--- src/verilog/udc_cfg.svh ---
// Purpose: Register offsets, reset values and count limits of the up/down counter
// Assumes: APB with 32-bit data, one aligned word per register
// Notes: Field layouts live in the package as packed structs
`ifndef UDC_CFG_SVH
`define UDC_CFG_SVH

// ----------------------------------------
// Register offsets
// ----------------------------------------
`define UDC_OFF_CTRL 32'h0000_0000
`define UDC_OFF_STAT 32'h0000_0004

// ----------------------------------------
// Reset values
// ----------------------------------------
`define UDC_CTRL_RST 8'h00
`define UDC_COUNT_RST 4'h0

// ----------------------------------------
// Count limits and step
// ----------------------------------------
`define UDC_MAX 4'hf
`define UDC_MIN 4'h0
`define UDC_ONE 4'h1

// ----------------------------------------
// Read padding
// ----------------------------------------
`define UDC_CTRL_PAD 24'h00_0000
`define UDC_STAT_PAD 25'h000_0000
`define UDC_RD_ZERO 32'h0000_0000

`endif

--- src/verilog/udc_pkg.sv ---
// Purpose: Types shared by the up/down counter
// Assumes: Nothing beyond SystemVerilog packages
// Notes: Struct layouts are the register bit layouts, lsb last
package udc_pkg;

	// ----------------------------------------
	// Control register, byte lane 0
	// ----------------------------------------
	typedef struct packed {
		logic [3:0] preset;
		logic load;
		logic down;
		logic enable;
		logic sw_mode;
	} udc_ctrl_t;

	// ----------------------------------------
	// Status register
	// ----------------------------------------
	typedef struct packed {
		logic direction_down;
		logic ripple_n;
		logic terminal;
		logic [3:0] count;
	} udc_status_t;

endpackage

--- src/verilog/udc_counter.sv ---
// Purpose: Synchronous 4-bit up/down counter with preset and cascade outputs
// Assumes: All pins but arst_n synchronous to clock; count_clk is sampled, not a clock
// Notes: Software may take over the control pins through the control register
//
// How it works
// - Four count bits update together, no ripple
// - Count only on rising edge, enable low
// - Enable high holds the count
// - Direction low counts up, high down
// - Enable and direction changes act only at edges
// - Load low forces count to preset
// - Preset ignores counting clock entirely
// - Count wraps modulo sixteen both ways
// - Terminal high at 15 up, 0 down
// - Ripple low at terminal, clock low and enable low only
`timescale 1ns/1ps
`include "udc_cfg.svh"

module udc_counter import udc_pkg::*; (
	// System
	input wire logic clock,
	input wire logic arst_n,
	// APB slave
	input wire logic psel,
	input wire logic penable,
	input wire logic pwrite,
	input wire logic [31:0] paddr,
	input wire logic [31:0] pwdata,
	input wire logic [3:0] pstrb,
	output logic [31:0] prdata,
	output logic pready,
	output logic pslverr,
	// Counter pins
	input wire logic count_clk,
	input wire logic count_enable_n,
	input wire logic count_down,
	input wire logic load_n,
	input wire logic [3:0] preset_data,
	output logic [3:0] count_out,
	output logic terminal_count,
	output logic ripple_clock_out_n
);

	// ----------------------------------------
	// Helpers
	// ----------------------------------------
	function automatic logic [3:0] next_count(input logic [3:0] c, input logic down);
		next_count = down ? c - `UDC_ONE : c + `UDC_ONE;
	endfunction

	function automatic logic at_terminal(input logic [3:0] c, input logic down);
		at_terminal = down ? (c == `UDC_MIN) : (c == `UDC_MAX);
	endfunction

	// ----------------------------------------
	// State
	// ----------------------------------------
	udc_ctrl_t ctrl_q;
	logic [3:0] count_q;
	logic [3:0] count_d;
	logic clk_prev_q;
	logic [31:0] rdata_q;

	// ----------------------------------------
	// Control source selection
	// ----------------------------------------
	wire logic eff_enable_n = ctrl_q.sw_mode ? ~ctrl_q.enable : count_enable_n;
	wire logic eff_down = ctrl_q.sw_mode ? ctrl_q.down : count_down;
	wire logic eff_load_n = ctrl_q.sw_mode ? ~ctrl_q.load : load_n;
	wire logic [3:0] eff_preset = ctrl_q.sw_mode ? ctrl_q.preset : preset_data;

	// Rising edge of the sampled counting clock
	wire logic clk_rise = count_clk & ~clk_prev_q;
	wire logic step = clk_rise & ~eff_enable_n;

	// ----------------------------------------
	// Count path
	// ----------------------------------------
	// Load wins over a coincident counting edge, as an asynchronous preset would
	assign count_d = !eff_load_n ? eff_preset :
		step ? next_count(count_q, eff_down) : count_q;

	always_ff @(posedge clock or negedge arst_n) begin
		if (!arst_n) begin
			count_q <= `UDC_COUNT_RST;
			clk_prev_q <= 1'b0;
		end else begin
			count_q <= count_d;
			clk_prev_q <= count_clk;
		end
	end

	// ----------------------------------------
	// Cascade outputs
	// ----------------------------------------
	assign count_out = count_q;
	assign terminal_count = at_terminal(count_q, eff_down);
	// Feeds the next stage's enable or clock; idle high in the clock high phase
	assign ripple_clock_out_n = ~(terminal_count & ~eff_enable_n & ~count_clk);

	// ----------------------------------------
	// APB slave
	// ----------------------------------------
	wire logic hit_ctrl = (paddr == `UDC_OFF_CTRL);
	wire logic hit_stat = (paddr == `UDC_OFF_STAT);
	wire logic setup = psel & ~penable;
	wire logic access = psel & penable;
	wire logic ctrl_wr = access & pwrite & hit_ctrl & pstrb[0];
	wire udc_status_t status = '{direction_down: eff_down, ripple_n: ripple_clock_out_n,
		terminal: terminal_count, count: count_q};
	wire logic [31:0] rd_word = hit_ctrl ? {`UDC_CTRL_PAD, ctrl_q} :
		hit_stat ? {`UDC_STAT_PAD, status} : `UDC_RD_ZERO;

	assign pready = 1'b1;
	assign pslverr = access & ~(hit_ctrl | (hit_stat & ~pwrite));
	assign prdata = rdata_q;

	always_ff @(posedge clock or negedge arst_n) begin
		if (!arst_n) begin
			ctrl_q <= `UDC_CTRL_RST;
			rdata_q <= `UDC_RD_ZERO;
		end else begin
			if (ctrl_wr) begin
				ctrl_q <= pwdata[7:0];
			end
			if (setup) begin
				rdata_q <= pwrite ? `UDC_RD_ZERO : rd_word;
			end
		end
	end
endmodule

--- config.mk ---
export PLATFORM = sky130hd
export DESIGN_NAME = udc_counter
export DESIGN_NICKNAME = d
export VERILOG_FILES = /design/src/verilog/udc_pkg.sv /design/src/verilog/udc_counter.sv
export VERILOG_INCLUDE_DIRS = /design/src /design/src/verilog
export SDC_FILE = /design/constraint.sdc
export NUM_CORES = 1
export LEC_CHECK = 0
export ABC_AREA = 1
export ABC_CLOCK_PERIOD_IN_PS = 1970
export BUFFER_PORTS_ARGS = -buffer_cell sky130_fd_sc_hd__buf_2
export CAP_MARGIN = 15
export CORE_AREA = 8 8 73 75
export CTS_CLUSTER_DIAMETER = 120
export DETAILED_ROUTE_END_ITERATION = 6
export DIE_AREA = 0 0 81 83
export PLACE_DENSITY_LB_ADDON = 0.1
export SLEW_MARGIN = 20
export SYNTH_ARGS = -nofsm -noshare
export SYNTH_HDL_FRONTEND = slang
export SYNTH_SLANG_ARGS = --single-unit
--- constraint.sdc ---
create_clock -name clock -period 1.97 [get_ports clock]
set_input_delay 0.0985 -clock clock [delete_from_list [all_inputs] [get_ports clock]]
set_output_delay 0.0985 -clock clock [all_outputs]
set_load 0.01 [all_outputs]
==> out/summary.txt, run 1 <==
Die ar.: 6720 um2
Floorplan row count: 24
F_max: 592 MHz
Crit path buffers/inverters: 2
Met3 routed wirelength: 392 um
Final Power: 823 uW
Number of synthesized flops with an enable pin: 0
Reg-to-Reg Start: ctrl_q[0]$_DFFE_PN0P_
DRT iter0 DRCs: 39
Warnings, synthesis: 0
Final Util: 0.463
Design area: 1950 um2
Pwr dens: 423 nW/um2
R2R depth: 8
Startpoint types: flip-flop
Slowest cell on crit path: dfrtp_1
Fraction of registers with async set/reset: 1.00
Drt pass-1 iters: 4
Post-Syn Area per Cell: 6.95 um2
Crit Path Category: reg2reg
Count leader, synth: nand2_1
Placed cell areas: 1880 um2
IR drop worst, VDD: 0.246 mV
Post-synth top cells: 84 x nand2_1, 30 x nor2_1, 25 x buf_4, 21 x dfrtp_1, 11 x inv_1
Antenna violations before repair: 0
Port bufs: 68
WL per Instance: 11.5 um
CTS Sinks: 21
Post-synth cell types: 27
Top Family by Delay on Critical Path: flip-flops
Number of fill cells: 470
End of the worst hold path: ctrl_q[7]$_DFFE_PN0P_
CP max stage delay: 0.46 ns
Pin count of the biggest net entering global routing: 22
Post-DRT Antenna Nets: 0
Grt ovf: 0
Final Critical Period: 1.69 ns
R2r setup slk: 0.28 ns
Share of layout cells above drive strength 1: 0.323
Final setup fails: 0
GP Congestion: 0.736
First-pass GRT wire length: 6.94 mm
ANT cells: 0
Ys flop type: dfrtp_1
Skew final: 0.00137 ns
CTS tree: yes
Seq/Total Area, Yosys: 0.327
Post-route insts no fill: 352
Min-delay src: pwdata[7]
Num CTS Buffers: 3
Final hold vios: 0
Gate Count Post-Synth: 231
Die Height: 83 um
Placed cell count: 346
Crit path from: ctrl_q[0]$_DFFE_PN0P_
Dpl hpwl: 3.46 mm
Area share of the largest cell type after synthesis: 0.327
Clk_lat worst skew: 0.26 ns
Syn-to-layout area delta: 21.2%
Max Cap Viol: 0
H-tree depth: 1
DR WL met2: 1.75 mm
Max Used Layer: met4
Detailed-route via count: 1515
Worst-path clk slew: 0.08 ns
CP required: 2.12 ns
Setup crit end kind: flip-flop
Flop and latch count out of synthesis: 21
Vias per cell: 4.30
Setup tns final: 0 ns
Status: completed
Total GRT Usage: 0.125
Die W: 81 um
IO Count: 121
NumNets Final: 385
Vias in the first global route: 1618
Reg2Reg Capture Point: count_out[2]$_DFFE_PN0P_
WL final: 4.06 mm
CP arrival: 1.84 ns
M1 WL: 1.85 mm
Period utilisation layout: 0.858
Mapped cell area: 1610 um2
Starting Density: 0.382
Worst-path fanout max: 9
Hold path cells: 3
Core area: 4200 um2
Resize count post-CTS: 0
Synth area leader: dfrtp_1
P_leak: 0.00116 uW
Final number of max-transition violations: 0
Largest cells by area after synthesis: dfrtp_1 33%, nand2_1 20%, buf_4 12%, nor2_1 7.0%, nand3_1 2.8%
CP Cell Sequence: inv_4 -> nand2_2 -> nand2_4 -> inv_1 -> fa_1 -> xnor2_1 -> o211ai_1 -> nand2_1
Hold crit path type: in2reg
RSZ-0062 raised after global routing: no
Clk root buf: clkbuf_8
# Post-CTS Setup Buffers: 0
# DRC: 0
CTS Buffer Depth: 2
==> sequential cells by signal, summed over array words and instances, names as in the netlist <==
register / cells
prdata: 8
clk_prev_q: 1
ctrl_q: 8
count_out: 4
==> timing repair <==
action                     4_1_cts  5_1_grt
setup endpoints to repair        0        0
hold buffers                     2        0
hold endpoints to repair        22        0
==> metrics by stage <==
step | hold WS, ns | setup WS (ns)
floorplan | -0.197 | 0.377
global placement | 0.0926 | 0.279
detailed placement | 0.0888 | 0.288
CTS | 0.0553 | 0.262
global route | 0.0727 | 0.144
finish | 0.0621 | 0.280
==> layer usage <==
layer  global-route usage  up-vias
met5                    0        -
met4               0.0488        0
met1                0.160      640
li1                     -      803
met3               0.0399        5
met2                0.188       67
==> cells by family after synthesis <==
group                    count (synthesis)  synth area share
buffers and inverters                   45             0.179
flip-flops                              21             0.327
AO/OA/AOI/OAI                           18            0.0772
XOR/XNOR                                 3            0.0164
other                                    2           0.00468
adder cells (fa/ha/maj)                  3            0.0281
AND/OR/NAND/NOR                        139             0.367
==> layout make-up <==
| class | instances | area, um2 | area share |
|---|---|---|---|
| well taps | 52 | 65.1 | 0.0334 |
| repair buffers | 71 | 368 | 0.189 |
| clock inverters | 1 | 5.00 | 0.00257 |
| multi-input cells | 188 | 878 | 0.451 |
| clock buffers | 3 | 41.3 | 0.0212 |
| flip-flops and latches | 21 | 526 | 0.270 |
| inverters | 16 | 62.6 | 0.0322 |
==> power by group <==
part | switching [uW] | internal [uW]
Clock | 139 | 141
Sequential | 0.257 | 432
Combinational | 63.5 | 48.3
==> cells in the final DEF, fill, tap and decap left out, drive strengths merged <==
cell type and n:
dlygate4sd3 2, nor2 38, inv 16, nand4 1, xor2 1, nand2 89
o311ai 1, buf 69, xnor2 2, o211ai 3, nand3 9, clkbuf 3
ha 2, nor3 2, a21oi 7, clkinv 1, dfrtp 21, o21ai 7
fa 1, conb 25
==> worst min-delay path: stages <==
cell and delay [ns]:
buf_2 0.07, nand3_1 0.06, nand2_1 0.06
==> how the worst max path moves through the flow <==
stage,endpoint,cells past startpoint
after floorplan,count_out[2]$_DFFE_PN0P_,9
after global placement,count_out[2]$_DFFE_PN0P_,8
after detailed placement,count_out[2]$_DFFE_PN0P_,8
after CTS,count_out[2]$_DFFE_PN0P_,8
after global routing,count_out[3]$_DFFE_PN0P_,10
final,count_out[2]$_DFFE_PN0P_,8
No activity file was read; power rests on OpenSTA's default activity.
==> inputs of run 2 (changes only) <==
SETUP_SLACK_MARGIN = 0.5   (was unset)
==> out/summary.txt, run 2 (synthesis results as in run 1) <==
Placed cell count: 345 (-0.29%)
Grt ovf: 0 (unchanged)
CTS tree: yes
Final Critical Period: 1.54 ns (-0.147 ns)
# DRC: 0 (unchanged)
Die W: 81 um (unchanged)
Final hold vios: 0 (unchanged)
Hold_ws: 0.0670 ns (+0.00495 ns)
Dpl hpwl: 3.41 mm (-1.3%)
Met1 Use GR: 0.148 (-0.0121)
Sequential Area: 527 um2 (+0.24%)
Most common cell after layout, fill and taps aside: nand2_1
Worst setup path endpoint: count_out[2]$_DFFE_PN0P_
Slowest cell on crit path: dfrtp_2
Worst-path clk slew: 0.07 ns (about the same)
Number of fill cells: 445 (-5.3%)
Port bufs: 68 (unchanged)
R2R depth: 8 (unchanged)
Pwr dens: 407 nW/um2 (-3.9%)
CP arrival: 1.70 ns (-0.14 ns)
CP required: 2.12 ns (about the same)
Pin count of the biggest net entering global routing: 22 (unchanged)
Setup crit end kind: flip-flop
Reg2Reg Capture Point: count_out[2]$_DFFE_PN0P_
Most frequent cells in the layout: 83 x nand2_1, 68 x buf_2, 29 x nor2_1, 25 x conb_1, 20 x dfrtp_1
Die ar.: 6720 um2 (unchanged)
Detailed-route via count: 1495 (-1.3%)
H-tree depth: 1 (unchanged)
Syn-to-layout area delta: 26.6%
Startpoint types: flip-flop
Clk root buf: clkbuf_8
First-pass GRT wire length: 6.76 mm (-2.6%)
Max Cap Viol: 0 (unchanged)
Reg-to-Reg Start: ctrl_q[0]$_DFFE_PN0P_
Post-route insts no fill: 357 (+1.4%)
ANT cells: 0 (unchanged)
CP max stage delay: 0.47 ns (about the same)
Total GRT Usage: 0.123 (-0.00212)
Drt pass-1 iters: 4 (unchanged)
Combined area of the multi-input logic cells: 925 um2 (+5.3%)
Min-delay src: pwdata[1]
M2 GR Usage: 0.204 (+0.0153)
Post-DRT Antenna Nets: 0 (unchanged)
CP Cell Sequence: inv_6 -> nand2_4 -> nand2_8 -> inv_2 -> fa_2 -> xnor2_1 -> o211ai_1 -> nand2_1
Status: completed
Antenna violations before repair: 0 (unchanged)
DRT iter0 DRCs: 35 (-10%)
Met3 Resource Use GR: 0.0334 (-0.00647)
F_max: 648 MHz (+9.5%)
Floorplan row count: 24 (unchanged)
Crit path from: ctrl_q[0]$_DFFE_PN0P_
R2r setup slk: 0.43 ns (+0.15 ns)
WL per Instance: 11.6 um (+0.50%)
IR drop worst, VDD: 0.200 mV (-18%)
Grt peak-use layer: met2
Final Power: 826 uW (+0.33%)
Starting Density: 0.382 (unchanged)
Final number of max-transition violations: 0 (unchanged)
CTS Sinks: 21 (unchanged)
RSZ-0062 raised after global routing: yes
Skew final: 0.00110 ns (-0.000274 ns)
Clk_lat worst skew: 0.26 ns (about the same)
WL final: 4.14 mm (+1.9%)
Core area: 4200 um2 (unchanged)
CTS Buffer Depth: 2 (unchanged)
Setup tns final: 0 ns (unchanged)
NumNets Final: 390 (+1.3%)
Worst-path fanout max: 7 (-2)
IO Count: 121 (unchanged)
Crit Path Category: reg2reg
P_leak: 0.00119 uW (+2.5%)
Final setup fails: 0 (unchanged)
Period utilisation layout: 0.784 (-0.0744)
Hold crit path type: in2reg
Share of layout cells above drive strength 1: 0.351 (+0.0275)
Num CTS Buffers: 3 (unchanged)
Die Height: 83 um (unchanged)
Vias in the first global route: 1534 (-5.2%)
GP Congestion: 0.792 (+7.7%)
Vias per cell: 4.19 (-2.7%)
## run 2: per-stage QoR
stage	cell area, um2	util	setup slack, ns
global placement	1910	0.453	0.258
global route	2030	0.483	0.341
detailed placement	1910	0.453	0.252
finish	2030	0.483	0.426
CTS	2010	0.478	0.413
floorplan	1730	-	0.444
## run 2: worst min-delay path by stage
stage,to,depth (start not counted)
2_1_floorplan,clk_prev_q$_DFF_PN0_,0
3_3_place_gp,prdata[5]$_DFFE_PN0P_,1
3_5_place_dp,prdata[4]$_DFFE_PN0P_,1
4_1_cts,ctrl_q[1]$_DFFE_PN0P_,3
5_1_grt,ctrl_q[0]$_DFFE_PN0P_,3
6_report,ctrl_q[1]$_DFFE_PN0P_,3
## run 2: area by class of cell
type / instances / share of cell area
clock buffer: 4 / 0.0222
multi-input combinational: 188 / 0.455
tap: 52 / 0.0320
sequential: 21 / 0.259
inverter: 16 / 0.0320
timing repair buffer: 76 / 0.200
## run 2: report_power, final
| part | leakage (uW) | total [uW] | switching [uW] | internal [uW] |
|---|---|---|---|---|
| clock | 0.0000228 | 282 | 138 | 144 |
| combinational | 0.000903 | 112 | 63.7 | 48.3 |
| sequential | 0.000260 | 432 | 0.294 | 432 |
## run 2: layer usage
metal,part of all wire,up-vias,wire length [um]
li1,-,811,-
met1,0.44,620,1830
met2,0.46,59,1910
met3,0.082,5,341
met4,0.012,0,49
met5,0,-,0
## run 2: critical path, delay by kind of cell (launching register included)
| family | cells | cell delay [ns] |
|---|---|---|
| and+or+nand+nor | 3 | 0.21 |
| adders and majority gates | 1 | 0.33 |
| DFF | 1 | 0.47 |
| buffers and inverters | 2 | 0.12 |
| AOI/OAI and AO/OA | 1 | 0.18 |
| xor gates and xnor gates | 1 | 0.12 |
## run 2: timing repair
item,CTS,global route
setup endpoints to repair,5,5
hold endpoints to repair,22,0
hold buffers,2,0
pin swaps,3,2
resized for setup,1,5
gates cloned,0,0
buffers inserted,5,1
